**src/inc/tbc_defines.svh**
```systemverilog
/*
  Constants for the 16-bit timer core: register word addresses,
  control field positions, flag bit positions, reset values and
  prescaler taps. Included by the timer package, which the design files use.
*/
`ifndef TBC_DEFINES_SVH
`define TBC_DEFINES_SVH

// byte addresses of the AXI4-Lite word slots, one 8-bit register each
`define TBC_ADDR_CTRL_A   8'h00
`define TBC_ADDR_CTRL_B   8'h04
`define TBC_ADDR_CNT_LO   8'h08
`define TBC_ADDR_CNT_HI   8'h0c
`define TBC_ADDR_CAP_LO   8'h10
`define TBC_ADDR_CAP_HI   8'h14
`define TBC_ADDR_CMPA_LO  8'h18
`define TBC_ADDR_CMPA_HI  8'h1c
`define TBC_ADDR_CMPB_LO  8'h20
`define TBC_ADDR_CMPB_HI  8'h24
`define TBC_ADDR_FLAG     8'h28
`define TBC_ADDR_MASK     8'h2c

// timer_control_a fields
`define TBC_A_MODE_LO     1:0
`define TBC_A_OUTB_MODE   5:4
`define TBC_A_OUTA_MODE   7:6
// timer_control_b fields
`define TBC_B_CLK_SEL     2:0
`define TBC_B_MODE_HI     4:3
`define TBC_B_CAP_RISE    6
`define TBC_B_CAP_FILTER  7

// flag and mask bit positions
`define TBC_FLG_OVF       0
`define TBC_FLG_CMPA      1
`define TBC_FLG_CMPB      2
`define TBC_FLG_CAP       5
`define TBC_FLG_USED      8'h27

// output pin modes
`define TBC_OUT_OFF       2'h0
`define TBC_OUT_TOGGLE    2'h1
`define TBC_OUT_PWM_NORM  2'h2

// counter landmarks
`define TBC_FLOOR         16'h0000
`define TBC_MAX           16'hffff
`define TBC_TOP_8BIT      16'h00ff
`define TBC_TOP_9BIT      16'h01ff
`define TBC_TOP_10BIT     16'h03ff

// prescaler taps: low bits all ones mark the tick of each divisor
`define TBC_PRE_DIV8      10'h007
`define TBC_PRE_DIV64     10'h03f
`define TBC_PRE_DIV256    10'h0ff
`define TBC_PRE_DIV1024   10'h3ff

// reset values and bus answers
`define TBC_RST_BYTE      8'h00
`define TBC_RST_WORD      16'h0000
`define TBC_RESP_OKAY     2'h0
`define TBC_RESP_SLVERR   2'h2
`define TBC_FILTER_LEN    4

`endif

```
**src/inc/tbc_pkg.sv**
```systemverilog
/*
  Types of the 16-bit timer core: mode and clock-select enumerations
  and the packed state of the core. Assumes tbc_defines.svh on the
  include path.
*/
`include "tbc_defines.svh"

package tbc_pkg;

  // counting sequence selected by the four mode bits
  typedef enum logic [3:0] {
    TBC_M_NORMAL  = 4'h0,
    TBC_M_PWM8    = 4'h1,
    TBC_M_PWM9    = 4'h2,
    TBC_M_PWM10   = 4'h3,
    TBC_M_CTC_A   = 4'h4,
    TBC_M_FPWM8   = 4'h5,
    TBC_M_FPWM9   = 4'h6,
    TBC_M_FPWM10  = 4'h7,
    TBC_M_CTC_CAP = 4'hc,
    TBC_M_FPWM_CAP = 4'he,
    TBC_M_FPWM_A  = 4'hf
  } tbc_mode_t;

  // tick source
  typedef enum logic [2:0] {
    TBC_CS_STOP   = 3'h0,
    TBC_CS_DIV1   = 3'h1,
    TBC_CS_DIV8   = 3'h2,
    TBC_CS_DIV64  = 3'h3,
    TBC_CS_DIV256 = 3'h4,
    TBC_CS_DIV1K  = 3'h5,
    TBC_CS_EXTFAL = 3'h6,
    TBC_CS_EXTRIS = 3'h7
  } tbc_clksel_t;

  // whole state of the core, registered in one process
  typedef struct packed {
    logic [7:0]  ctrlA;
    logic [7:0]  ctrlB;
    logic [15:0] count;
    logic [15:0] capture;
    logic [15:0] cmpA;
    logic [15:0] cmpB;
    logic [15:0] cmpABuf;
    logic [15:0] cmpBBuf;
    logic [7:0]  stage;
    logic [7:0]  flags;
    logic [7:0]  mask;
    logic [9:0]  presc;
    logic        outA;
    logic        outB;
    logic [3:0]  irq;
    logic        atFloor;
    logic        atMax;
    logic        atTop;
    logic        awready;
    logic        wready;
    logic        bvalid;
    logic [1:0]  bresp;
    logic        arready;
    logic        rvalid;
    logic [1:0]  rresp;
    logic [7:0]  rdata;
  } tbc_state_t;

endpackage

```
**src/hw/tbc_core.sv**
```systemverilog
/*
  16-bit timer/counter core with byte-wide register access over
  AXI4-Lite: counter, two double-buffered compares, capture, shared
  high-byte staging, clock select, flags and masks, waveform outputs.
  Assumes one 40 MHz clock and a master that keeps byte ordering.
*/
// The AXI4-Lite interface to the registers and the register offsets were left to the implementer.
`timescale 1ns/1ps
`default_nettype none

module tbc_core (
  input  wire logic        clk,
  input  wire logic        reset_n,
  input  wire logic [7:0]  s_axi_awaddr,
  input  wire logic        s_axi_awvalid,
  output logic             s_axi_awready,
  input  wire logic [31:0] s_axi_wdata,
  input  wire logic [3:0]  s_axi_wstrb,
  input  wire logic        s_axi_wvalid,
  output logic             s_axi_wready,
  output logic [1:0]       s_axi_bresp,
  output logic             s_axi_bvalid,
  input  wire logic        s_axi_bready,
  input  wire logic [7:0]  s_axi_araddr,
  input  wire logic        s_axi_arvalid,
  output logic             s_axi_arready,
  output logic [31:0]      s_axi_rdata,
  output logic [1:0]       s_axi_rresp,
  output logic             s_axi_rvalid,
  input  wire logic        s_axi_rready,
  input  wire logic        extCountPin,
  input  wire logic        capturePin,
  input  wire logic        comparatorOut,
  input  wire logic        captureFromComparator,
  output logic             compareOutA,
  output logic             compareOutB,
  output logic [3:0]       irqReq,
  output logic             countFloor,
  output logic             countMax,
  output logic             countTop
);

  tbc_pkg::tbc_state_t  s_r;
  tbc_pkg::tbc_state_t  s_nxt;
  tbc_pkg::tbc_mode_t   mode;
  tbc_pkg::tbc_clksel_t clkSel;
  logic [15:0]          top;
  logic                 pwm;
  logic                 capIsTop;
  logic                 tick;
  logic                 wrap;
  logic                 matchA;
  logic                 matchB;
  logic                 extRise;
  logic                 extFall;
  logic                 pinCap;
  logic                 cmpCap;
  logic                 capEvent;
  logic                 wrGo;
  logic                 rdGo;
  logic [7:0]           wByte;
  logic [7:0]           rByte;
  logic                 rHit;
  logic                 wHit;

  // external count pin: one front end per edge keeps the module simple
  tbc_pin_edge u_extRise (
    .clk       (clk),
    .reset_n   (reset_n),
    .pinIn     (extCountPin),
    .filterEn  (1'b0),
    .riseSel   (1'b1),
    .edgePulse (extRise)
  );

  tbc_pin_edge u_extFall (
    .clk       (clk),
    .reset_n   (reset_n),
    .pinIn     (extCountPin),
    .filterEn  (1'b0),
    .riseSel   (1'b0),
    .edgePulse (extFall)
  );

  // capture sources, each synchronised and filtered on its own
  tbc_pin_edge u_capPin (
    .clk       (clk),
    .reset_n   (reset_n),
    .pinIn     (capturePin),
    .filterEn  (s_r.ctrlB[`TBC_B_CAP_FILTER]),
    .riseSel   (s_r.ctrlB[`TBC_B_CAP_RISE]),
    .edgePulse (pinCap)
  );

  tbc_pin_edge u_capCmp (
    .clk       (clk),
    .reset_n   (reset_n),
    .pinIn     (comparatorOut),
    .filterEn  (s_r.ctrlB[`TBC_B_CAP_FILTER]),
    .riseSel   (s_r.ctrlB[`TBC_B_CAP_RISE]),
    .edgePulse (cmpCap)
  );

  // mode decode, ceiling and tick selection
  always_comb begin
    mode     = tbc_pkg::tbc_mode_t'({s_r.ctrlB[`TBC_B_MODE_HI], s_r.ctrlA[`TBC_A_MODE_LO]});
    clkSel   = tbc_pkg::tbc_clksel_t'(s_r.ctrlB[`TBC_B_CLK_SEL]);
    pwm      = 1'b0;
    capIsTop = 1'b0;
    case (mode)
      tbc_pkg::TBC_M_PWM8, tbc_pkg::TBC_M_FPWM8: begin
        top = `TBC_TOP_8BIT;
        pwm = 1'b1;
      end
      tbc_pkg::TBC_M_PWM9, tbc_pkg::TBC_M_FPWM9: begin
        top = `TBC_TOP_9BIT;
        pwm = 1'b1;
      end
      tbc_pkg::TBC_M_PWM10, tbc_pkg::TBC_M_FPWM10: begin
        top = `TBC_TOP_10BIT;
        pwm = 1'b1;
      end
      tbc_pkg::TBC_M_CTC_A: begin
        top = s_r.cmpA;
      end
      tbc_pkg::TBC_M_CTC_CAP: begin
        top      = s_r.capture;
        capIsTop = 1'b1;
      end
      tbc_pkg::TBC_M_FPWM_CAP: begin
        top      = s_r.capture;
        capIsTop = 1'b1;
        pwm      = 1'b1;
      end
      tbc_pkg::TBC_M_FPWM_A: begin
        top = s_r.cmpA;
        pwm = 1'b1;
      end
      default: begin
        top = `TBC_MAX;
      end
    endcase
    case (clkSel)
      tbc_pkg::TBC_CS_DIV1:   tick = 1'b1;
      tbc_pkg::TBC_CS_DIV8:   tick = ((s_r.presc & `TBC_PRE_DIV8) == `TBC_PRE_DIV8);
      tbc_pkg::TBC_CS_DIV64:  tick = ((s_r.presc & `TBC_PRE_DIV64) == `TBC_PRE_DIV64);
      tbc_pkg::TBC_CS_DIV256: tick = ((s_r.presc & `TBC_PRE_DIV256) == `TBC_PRE_DIV256);
      tbc_pkg::TBC_CS_DIV1K:  tick = (s_r.presc == `TBC_PRE_DIV1024);
      tbc_pkg::TBC_CS_EXTFAL: tick = extFall;
      tbc_pkg::TBC_CS_EXTRIS: tick = extRise;
      default:                tick = 1'b0;
    endcase
    wrap   = tick && (s_r.count == top);
    matchA = tick && (s_r.count == s_r.cmpA);
    matchB = tick && (s_r.count == s_r.cmpB);
    // capture input is shut off while the capture register is the ceiling
    capEvent = !capIsTop && (captureFromComparator ? cmpCap : pinCap);
  end

  // bus handshake and read mux
  always_comb begin
    wrGo  = s_r.awready && s_r.wready && s_axi_awvalid && s_axi_wvalid;
    rdGo  = s_r.arready && s_axi_arvalid;
    wByte = s_axi_wstrb[0] ? s_axi_wdata[7:0] : `TBC_RST_BYTE;
    rHit  = 1'b1;
    if (s_axi_araddr == `TBC_ADDR_CTRL_A) begin
      rByte = s_r.ctrlA;
    end else if (s_axi_araddr == `TBC_ADDR_CTRL_B) begin
      rByte = s_r.ctrlB;
    end else if (s_axi_araddr == `TBC_ADDR_CNT_LO) begin
      rByte = s_r.count[7:0];
    end else if (s_axi_araddr == `TBC_ADDR_CNT_HI) begin
      rByte = s_r.stage;
    end else if (s_axi_araddr == `TBC_ADDR_CAP_LO) begin
      rByte = s_r.capture[7:0];
    end else if (s_axi_araddr == `TBC_ADDR_CAP_HI) begin
      rByte = s_r.stage;
    end else if (s_axi_araddr == `TBC_ADDR_CMPA_LO) begin
      rByte = s_r.cmpABuf[7:0];
    end else if (s_axi_araddr == `TBC_ADDR_CMPA_HI) begin
      rByte = s_r.cmpABuf[15:8];
    end else if (s_axi_araddr == `TBC_ADDR_CMPB_LO) begin
      rByte = s_r.cmpBBuf[7:0];
    end else if (s_axi_araddr == `TBC_ADDR_CMPB_HI) begin
      rByte = s_r.cmpBBuf[15:8];
    end else if (s_axi_araddr == `TBC_ADDR_FLAG) begin
      rByte = s_r.flags;
    end else if (s_axi_araddr == `TBC_ADDR_MASK) begin
      rByte = s_r.mask;
    end else begin
      rByte = `TBC_RST_BYTE;
      rHit  = 1'b0;
    end
    wHit = (s_axi_awaddr <= `TBC_ADDR_MASK) && (s_axi_awaddr[1:0] == 2'h0);
  end

  // next state: counting first, then bus effects so a write wins
  always_comb begin
    s_nxt       = s_r;
    s_nxt.presc = s_r.presc + 10'h001;
    if (wrap) begin
      s_nxt.count = `TBC_FLOOR;
      if (pwm) begin
        // buffered compares take effect only at the period boundary
        s_nxt.cmpA = s_r.cmpABuf;
        s_nxt.cmpB = s_r.cmpBBuf;
      end
    end else if (tick) begin
      s_nxt.count = s_r.count + 16'h0001;
    end
    if (capEvent) begin
      s_nxt.capture = s_r.count;
    end
    // waveform outputs from the compare results
    case (s_r.ctrlA[`TBC_A_OUTA_MODE])
      `TBC_OUT_OFF: s_nxt.outA = 1'b0;
      `TBC_OUT_TOGGLE: begin
        if (matchA) s_nxt.outA = ~s_r.outA;
      end
      default: begin
        // channel A holds its level when it defines the ceiling
        if (pwm && mode != tbc_pkg::TBC_M_FPWM_A) begin
          if (wrap) s_nxt.outA = (s_r.ctrlA[`TBC_A_OUTA_MODE] == `TBC_OUT_PWM_NORM);
          else if (matchA) s_nxt.outA = (s_r.ctrlA[`TBC_A_OUTA_MODE] != `TBC_OUT_PWM_NORM);
        end
      end
    endcase
    case (s_r.ctrlA[`TBC_A_OUTB_MODE])
      `TBC_OUT_OFF: s_nxt.outB = 1'b0;
      `TBC_OUT_TOGGLE: begin
        if (matchB) s_nxt.outB = ~s_r.outB;
      end
      default: begin
        if (pwm) begin
          if (wrap) s_nxt.outB = (s_r.ctrlA[`TBC_A_OUTB_MODE] == `TBC_OUT_PWM_NORM);
          else if (matchB) s_nxt.outB = (s_r.ctrlA[`TBC_A_OUTB_MODE] != `TBC_OUT_PWM_NORM);
        end
      end
    endcase
    // write channel: both taken together, answer one cycle later
    s_nxt.awready = 1'b0;
    s_nxt.wready  = 1'b0;
    if (s_r.bvalid && s_axi_bready) begin
      s_nxt.bvalid = 1'b0;
    end
    if (!s_r.bvalid && !s_r.awready && s_axi_awvalid && s_axi_wvalid) begin
      s_nxt.awready = 1'b1;
      s_nxt.wready  = 1'b1;
    end
    if (wrGo) begin
      s_nxt.bvalid = 1'b1;
      s_nxt.bresp  = wHit ? `TBC_RESP_OKAY : `TBC_RESP_SLVERR;
      if (s_axi_awaddr == `TBC_ADDR_CTRL_A) begin
        s_nxt.ctrlA = wByte;
      end else if (s_axi_awaddr == `TBC_ADDR_CTRL_B) begin
        s_nxt.ctrlB = wByte;
      end else if (s_axi_awaddr == `TBC_ADDR_CNT_HI || s_axi_awaddr == `TBC_ADDR_CAP_HI ||
                   s_axi_awaddr == `TBC_ADDR_CMPA_HI || s_axi_awaddr == `TBC_ADDR_CMPB_HI) begin
        s_nxt.stage = wByte;
      end else if (s_axi_awaddr == `TBC_ADDR_CNT_LO) begin
        s_nxt.count = {s_r.stage, wByte};
      end else if (s_axi_awaddr == `TBC_ADDR_CAP_LO) begin
        if (capIsTop) s_nxt.capture = {s_r.stage, wByte};
      end else if (s_axi_awaddr == `TBC_ADDR_CMPA_LO) begin
        s_nxt.cmpABuf = {s_r.stage, wByte};
        if (!pwm) s_nxt.cmpA = {s_r.stage, wByte};
      end else if (s_axi_awaddr == `TBC_ADDR_CMPB_LO) begin
        s_nxt.cmpBBuf = {s_r.stage, wByte};
        if (!pwm) s_nxt.cmpB = {s_r.stage, wByte};
      end else if (s_axi_awaddr == `TBC_ADDR_FLAG) begin
        s_nxt.flags = s_r.flags & ~wByte; // write one clears
      end else if (s_axi_awaddr == `TBC_ADDR_MASK) begin
        s_nxt.mask = wByte & `TBC_FLG_USED;
      end
    end
    // hardware set after the clear so an event in the clear cycle survives
    if (pwm ? wrap : (tick && s_r.count == `TBC_MAX)) s_nxt.flags[`TBC_FLG_OVF] = 1'b1;
    if (matchA) s_nxt.flags[`TBC_FLG_CMPA] = 1'b1;
    if (matchB) s_nxt.flags[`TBC_FLG_CMPB] = 1'b1;
    if (capEvent) s_nxt.flags[`TBC_FLG_CAP] = 1'b1;
    // read channel: one cycle ready pulse, data with rvalid next
    s_nxt.arready = 1'b0;
    if (s_r.rvalid && s_axi_rready) begin
      s_nxt.rvalid = 1'b0;
    end
    if (!s_r.rvalid && !s_r.arready && s_axi_arvalid) begin
      s_nxt.arready = 1'b1;
    end
    if (rdGo) begin
      s_nxt.rvalid = 1'b1;
      s_nxt.rdata  = rByte;
      s_nxt.rresp  = rHit ? `TBC_RESP_OKAY : `TBC_RESP_SLVERR;
      // a counter or capture low-byte read arms the staging byte for the following high read
      if (s_axi_araddr == `TBC_ADDR_CNT_LO) begin
        s_nxt.stage = s_r.count[15:8];
      end else if (s_axi_araddr == `TBC_ADDR_CAP_LO) begin
        s_nxt.stage = s_r.capture[15:8];
      end
    end
    // requests gated per source, registered so outputs come from flops
    s_nxt.irq = {s_nxt.flags[`TBC_FLG_CAP], s_nxt.flags[`TBC_FLG_CMPB],
                 s_nxt.flags[`TBC_FLG_CMPA], s_nxt.flags[`TBC_FLG_OVF]} &
                {s_r.mask[`TBC_FLG_CAP], s_r.mask[`TBC_FLG_CMPB],
                 s_r.mask[`TBC_FLG_CMPA], s_r.mask[`TBC_FLG_OVF]};
    s_nxt.atFloor = (s_nxt.count == `TBC_FLOOR);
    s_nxt.atMax   = (s_nxt.count == `TBC_MAX);
    s_nxt.atTop   = (s_nxt.count == top);
  end

  // single state register; staging and all else clear on reset, except atFloor, which sets
  always_ff @(posedge clk) begin
    if (!reset_n) begin
      s_r         <= '0;
      s_r.atFloor <= 1'b1;
    end else begin
      s_r <= s_nxt;
    end
  end

  assign s_axi_awready = s_r.awready;
  assign s_axi_wready  = s_r.wready;
  assign s_axi_bvalid  = s_r.bvalid;
  assign s_axi_bresp   = s_r.bresp;
  assign s_axi_arready = s_r.arready;
  assign s_axi_rvalid  = s_r.rvalid;
  assign s_axi_rresp   = s_r.rresp;
  assign s_axi_rdata   = {24'h000000, s_r.rdata};
  assign compareOutA   = s_r.outA;
  assign compareOutB   = s_r.outB;
  assign irqReq        = s_r.irq;
  assign countFloor    = s_r.atFloor;
  assign countMax      = s_r.atMax;
  assign countTop      = s_r.atTop;

endmodule

`default_nettype wire

```
**src/hw/tbc_pin_edge.sv**
```systemverilog
/*
  Pin front end: two-flop synchroniser, optional four-sample noise
  filter and edge detector giving a one-cycle pulse on the chosen edge.
  Assumes the pin is asynchronous to clk.
*/
`timescale 1ns/1ps
`default_nettype none

module tbc_pin_edge (
  input  wire logic clk,
  input  wire logic reset_n,
  input  wire logic pinIn,
  input  wire logic filterEn,
  input  wire logic riseSel,
  output logic      edgePulse
);

  typedef struct packed {
    logic       sync1;
    logic       sync2;
    logic [2:0] hist;
    logic       level;
    logic       levelDly;
    logic       pulse;
  } tbc_pin_state_t;

  tbc_pin_state_t s_r;
  tbc_pin_state_t s_nxt;
  logic           allSame;

  // the filter only passes a level after four equal samples, which
  // costs three extra cycles of delay but rejects short spikes
  always_comb begin
    s_nxt       = s_r;
    s_nxt.sync1 = pinIn;
    s_nxt.sync2 = s_r.sync1;
    s_nxt.hist  = {s_r.hist[1:0], s_r.sync2};
    allSame     = (s_r.hist == {3{s_r.sync2}});
    if (!filterEn || allSame) begin
      s_nxt.level = s_r.sync2;
    end
    s_nxt.levelDly = s_r.level;
    s_nxt.pulse    = riseSel ? (s_r.level & ~s_r.levelDly)
                             : (~s_r.level & s_r.levelDly);
  end

  // synchronous reset, constants only
  always_ff @(posedge clk) begin
    if (!reset_n) begin
      s_r <= '0;
    end else begin
      s_r <= s_nxt;
    end
  end

  assign edgePulse = s_r.pulse;

endmodule

`default_nettype wire

```
**config.mk**
```make
export PLATFORM = sky130hd
export DESIGN_NAME = tbc_core
export DESIGN_NICKNAME = d
export VERILOG_FILES = /design/src/inc/tbc_pkg.sv /design/src/hw/tbc_core.sv /design/src/hw/tbc_pin_edge.sv
export VERILOG_INCLUDE_DIRS = /design/src /design/src/inc
export SDC_FILE = /design/constraint.sdc
export NUM_CORES = 1
export LEC_CHECK = 0
export ABC_CLOCK_PERIOD_IN_PS = 6710
export BUFFER_PORTS_ARGS = -buffer_cell sky130_fd_sc_hd__buf_4
export CELL_PAD_IN_SITES_DETAIL_PLACEMENT = 1
export CELL_PAD_IN_SITES_GLOBAL_PLACEMENT = 1
export CORE_MARGIN = 4
export CORE_UTILIZATION = 48
export CTS_BUF_LIST = sky130_fd_sc_hd__clkbuf_8
export CTS_CLUSTER_DIAMETER = 100
export DETAILED_ROUTE_END_ITERATION = 12
export PLACE_DENSITY = 0.93
export SLEW_MARGIN = 20
export SYNTH_ARGS = -nofsm -noshare
export SYNTH_HDL_FRONTEND = slang
export SYNTH_SLANG_ARGS = --single-unit
```
**constraint.sdc**
```tcl
create_clock -name clk -period 6.71 [get_ports clk]
set_input_delay 1.0065 -clock clk [delete_from_list [all_inputs] [get_ports clk]]
set_output_delay 1.0065 -clock clk [all_outputs]
set_load 0.05 [all_outputs]
```
### Yosys cells after proc, flatten, opt, wreduce, memory -nomap -nowiden

Index checks and enable logic that the tools add are counted.

* bits of input ports: 63
* logic and storage cells: 277
* bits in registers: 190
* output and inout bits: 50

* bitwise gates (word level): 25
* mux-type cells: 89
* magnitude comparators: 1
* reduce and logical (&&, ||, !) cells: 54
* equal/unequal tests: 61
* add/sub/neg operators: 2

Operators with widths (count)
* 2-to-1 mux 120 bit: 3
* 2-to-1 mux 16 bit: 19
* 2-to-1 mux 8 bit: 17
* 2-to-1 mux 96 bit: 1
* 2-to-1 mux 80 bit: 1
* one-hot mux 16 bit (5 select lines): 1
* == test 16 bit: 4
* == test 8 x 5 -> 1 bit, second input constant: 8
* == test 8 x 6 -> 1 bit, second input constant: 8
* 2-to-1 mux 32 bit: 2
* 2-to-1 mux 64 bit: 1
* 2-to-1 mux 1 bit: 33
* == test 16 bit, second input constant: 2
* == test 8 x 4 -> 1 bit, second input constant: 4
* logical AND 1 bit: 18
* 2-to-1 mux 6 bit: 3
* adder 16 x 1 -> 16 bit, second input constant: 1
* == test 4 x 3 -> 1 bit, second input constant: 4
* == test 8 x 3 -> 1 bit, second input constant: 2
* zero test 16 bit: 1
* zero test 8 bit: 2
* NOT 1 bit: 16
* == test 3 bit, second input constant: 5
* == test 4 bit, second input constant: 3
* 37 further kinds: 73

### Logic depth before layout (Yosys ltp)

* depth after elaboration: 18
* depth in mapped cells: 15
* mapped depth without buffers: 12

### Modules after synthesis

Synthesis repeated with hierarchy kept, for this count alone.

* cell total of the unflattened synthesis: 1390
* area, all modules: 11148.2 µm²

By module, submodules not included
* tbc_core: cells an instance 1298, area an instance 10122.2 µm², seq. area each 3303.2 µm², instances 1
* tbc_pin_edge: cells an instance 23, area an instance 256.5 µm², seq. area each 160.2 µm², instances 4

### Worst setup path before layout

No wires, ideal clock.

* path kind: input -> register
* start: input port s_axi_awaddr[4]
* end: register s_r, in the netlist countTop
* library setup time: 88 ps
* setup slack: 3577 ps
* arrival time: 3045 ps
* buffers on the path: 1
* stages on the path: 9
* required time: 6622 ps
* cells stage by stage: nor4_1 -> and3_1 -> clkbuf_1 -> a21oi_1 -> a2111oi_0 -> nand3_1 -> o32ai_1 -> o2111ai_1 -> nor4_2

* longest elaborated chain between the ends: 9

RTL lines
* start: declaration: RTL line tbc_core.sv:14 `input wire logic [7:0] s_axi_awaddr,`
* == test 8 x 4 -> 1 bit (no line) / == test 8 x 5 -> 1 bit (equally long branches)
* logical OR 1 bit (no line) (3 in a row)
* 2-to-1 mux 96 bit: RTL line tbc_core.sv:257 `` end else if (s_axi_awaddr == `TBC_ADDR_CNT_HI || s_axi_awaddr == `TBC_ADDR_CAP_HI || ``
* 2-to-1 mux 120 bit: RTL line tbc_core.sv:255 `` end else if (s_axi_awaddr == `TBC_ADDR_CTRL_B) begin ``
* 2-to-1 mux 120 bit (*): RTL line tbc_core.sv:253 `` if (s_axi_awaddr == `TBC_ADDR_CTRL_A) begin ``
* 2-to-1 mux 120 bit (*): RTL line tbc_core.sv:250 `if (wrGo) begin`
* == test 16 bit (*): RTL line tbc_core.sv:307 `s_nxt.atTop = (s_nxt.count == top);`
* end signal: assignment: RTL line tbc_core.sv:316 `s_r <= s_nxt;`
* end: declaration: RTL line tbc_core.sv:43 `tbc_pkg::tbc_state_t s_r;`

Every way passes the cells marked *; elsewhere a longest branch is shown, timed or not.
A chain may end at the register's enable or synchronous reset.

### Worst setup path after layout

* start: register s_r, in the netlist mode[3]
* end: register s_r[96] in the netlist's numbering

* longest elaborated chain between the ends: 15

RTL lines
* == test 4 bit, or another cell as far along: RTL line tbc_core.sv:110 `case (mode)`
* OR reduction 2 bit, on equally long branches
* one-hot mux 16 bit (5 select lines): RTL line tbc_core.sv:110
* == test 16 bit: RTL line tbc_core.sv:153 `wrap = tick && (s_r.count == top);`
* logical AND 1 bit: RTL line tbc_core.sv:153
* 2-to-1 mux 32 bit: RTL line tbc_core.sv:201 `if (wrap) begin`
* 2-to-1 mux 16 bit: RTL line tbc_core.sv:269 `if (!pwm) s_nxt.cmpB = {s_r.stage, wByte};`
* 2-to-1 mux 16 bit: RTL line tbc_core.sv:267 `` end else if (s_axi_awaddr == `TBC_ADDR_CMPB_LO) begin ``
* 2-to-1 mux 16 bit: RTL line tbc_core.sv:264 `` end else if (s_axi_awaddr == `TBC_ADDR_CMPA_LO) begin ``
* 2-to-1 mux 64 bit: RTL line tbc_core.sv:262 `` end else if (s_axi_awaddr == `TBC_ADDR_CAP_LO) begin ``
* 2-to-1 mux 80 bit: RTL line tbc_core.sv:260 `` end else if (s_axi_awaddr == `TBC_ADDR_CNT_LO) begin ``
* 2-to-1 mux 96 bit: RTL line tbc_core.sv:257
* 2-to-1 mux 120 bit: RTL line tbc_core.sv:255
* 2-to-1 mux 120 bit: RTL line tbc_core.sv:253
* 2-to-1 mux 120 bit (*): RTL line tbc_core.sv:250

Marked as above.

==> run metrics <==
Worst Path Class, Setup reg -> reg; post-CTS setup buffers 0; Hold Buf Count CTS 0; row count 55; wire length per cell 25.9 um; Ports 113; EDFF count, synth 0; Worst Path Required 7.13 ns; arrival time worst endpoint 4.85 ns; Max transition margin 0.328; TritonCTS clock tree yes; flops & latches, synth 187; VDD IR max 0.132 mV; largest net degree at the start of global routing 75; vias per inst 6.68; drt initial violations 1627; Synth Cell Area 0.0112 mm^2; CP peak stage delay 1.00 ns; minimum clock period after layout 4.43 ns; vias after detailed routing 11400; grt ovf 0; Starting Density 0.492; # DRC 0; post-CTS resize count 0; chip height 161 um; post-place setup slack 2.49 ns; drt first pass iters 6; Cells after Synth 1419; Fin. Hold Viols 0; # fillers 2744; Post-synth top flop dfxtp_1; share of cells above drive strength 1 0.0964; setup TNS 0 ns; syn avg cell area 7.90 um^2; commonest non-fill, non-tap cell in the layout nand2_1; Die W 161 um; Hold Path Class reg -> reg; Critical Path End Type register; Seq/Total Area, Yosys 0.334; Hold WS 0.431 ns; P&R area growth vs syn 6.76%; crit path cell chain buf_4 > nand2_1 > o32ai_1 > nor3_1 > nand4b_1 > nor4_4 > and4_1 > nand2_4 > mux2i_1 > nand2_1 > and3_1; FFs w/ async S/R, synth 0; final worst-path setup slack 2.28 ns; CTS max path bufs 2; Port Buf Inserts 59; first-pass GRT wire length 67400 um; status finished clean; initial antenna violation count 0; total CTS buffers 17; Leak 5.11 nW; Worst Skew 0.0256 ns; GR Util All Layers 0.333; worst-margin pin slew 1.01 ns; max frequency 226 MHz; RSZ-0062 raised after global routing no; Yosys Warn Count 0; n_diodes 0; slowest CP cell dfxtp_1; Pwr Density 181 mW/mm^2; Max FO, Critical Path 35; vias in the first global route 11700; fin crit share 0.661; Post-Route WL 44300 um; H-tree levels 4; # nets final 1454; Netlist cell types 83; Pins Over Slew Limit 0; post-route insts no fill 1714; Max Cap Viol 0; Final Setup Violations 0; Die ar. 0.0259 mm^2; Reg2Reg Setup Slack 2.28 ns; final weighted congestion in routability-driven placement 0.958; Core Region 0.0228 mm^2; CP startpoint kind register; Root Driver clkbuf_8; Final ANT Viol Nets 0; Worst-path clk slew 0.14 ns; placed cell count 1682; commonest non-fill, non-tap cells in the layout nand2_1, dfxtp_1, nor2_1; clock insertion delay at the later pin of the skew report 0.52 ns; CP most frequent cell nand2_1; clk sinks 187; HPWL after DPL 30800 um
==> report_power, final <==
part | leakage [nW] | internal, mW | switching [mW]
registers | 1.51 | 1.12 | 0.00555
logic | 3.37 | 0.0357 | 0.118
clock network | 0.232 | 0.316 | 0.567
total | 5.11 | 1.47 | 0.691
==> cell families (layout without fill, tap and decap cells) <==
family | after synthesis | in the layout | share of synthesized area
multiplexers | 81 | 81 | 0.0755
AND/OR/NAND/NOR | 592 | 592 | 0.272
buffers and inverters | 171 | 128 | 0.0760
XOR/XNOR | 63 | 63 | 0.0492
flip-flops | 187 | 187 | 0.334
other | 1 | 26 | 0.000335
AO/OA/AOI/OAI | 321 | 321 | 0.190
adder cells (fa/ha/maj) | 3 | 3 | 0.00335
==> state kept, by name (all words and copies together), names as in the netlist, 3 cells and up <==
signal,count
s_axi_rdata,8
u_capCmp.s_nxt,5
clkSel,3
irqReq,4
s_r,135
mode,4
u_capPin.s_nxt,5
==> critical path: cells and delay by family, from the launching register on <==
kind	cells	cell delay, ns
flops	1	1.00
mux	1	0.34
compound gates	1	0.51
buf+inv	1	0.33
simple gates	8	2.10
==> cells in the mapped netlist (6+ instances only) <==
master    count  area [um^2]
a211oi_1     19          143
o22ai_1      22          138
a31oi_1      10         62.6
and2_1       65          407
or4_1         7         52.6
nand2_1     199          747
nor4_1       18          113
xor2_1       23          201
nand4b_1     12          105
mux2_2        8         90.1
o31ai_1       7         52.6
or3_1         7         43.8
nor2b_1      29          181
and4_1        6         52.6
o32ai_1       6         52.6
o21ai_0      89          445
nand4_1      21          131
clkbuf_1     87          327
o21a_1        9         67.6
buf_4        47          353
o211a_1      21          210
mux2i_1      71          711
and3_1       33          206
dfxtp_1     187         3740
o211ai_1     14          105
xnor2_1      40          350
buf_2        11         55.1
nor3_1       27          135
nand2b_1     15         93.8
inv_1        20         75.1
nor2_1       96          360
nand3_1      27          135
a21oi_1      62          310
==> stage by stage <==
stage | power, mW | cell area, um^2 | util
2_1_floorplan | 1.25 | 11300 | -
3_3_place_gp | 1.29 | 11500 | 0.504
3_5_place_dp | 1.30 | 11500 | 0.504
4_1_cts | 2.15 | 12000 | 0.525
5_1_grt | 2.21 | 12000 | 0.525
6_report | 2.16 | 12000 | 0.525
==> layer usage <==
| metal | wire length (um) | GRT usage | share of wire | vias up |
|---|---|---|---|---|
| met1 | 16500 | 0.407 | 0.37 | 5576 |
| met4 | 3270 | 0.215 | 0.074 | 0 |
| met2 | 19900 | 0.521 | 0.45 | 712 |
| met5 | 0 | 0 | 0 | - |
| met3 | 4740 | 0.0857 | 0.11 | 234 |
| li1 | - | - | - | 4923 |
==> layout make-up <==
cell class                      instances  area [um^2]  share of cell area
Multi-Input combinational cell       1086         6710               0.561
Sequential cell                       187         3740               0.313
Timing Repair Buffer                   75          563              0.0471
Tap cell                              313          392              0.0327
Clock inverter                         15          238              0.0199
Clock buffer                           17          234              0.0196
Inverter                               21         78.8             0.00659
==> path summary, 6_finish.rpt <==
check / start / end / cells after the start
worst min-delay path: u_extFall.s_r[1] / u_extRise.edgePulse / 1
worst max register to register: mode[3] / s_r[96] / 11
worst min register to register: u_extFall.s_r[1] / u_extRise.edgePulse / 1
worst max-delay path: mode[3] / s_r[96] / 11
No activity file was read; power rests on OpenSTA's default activity.
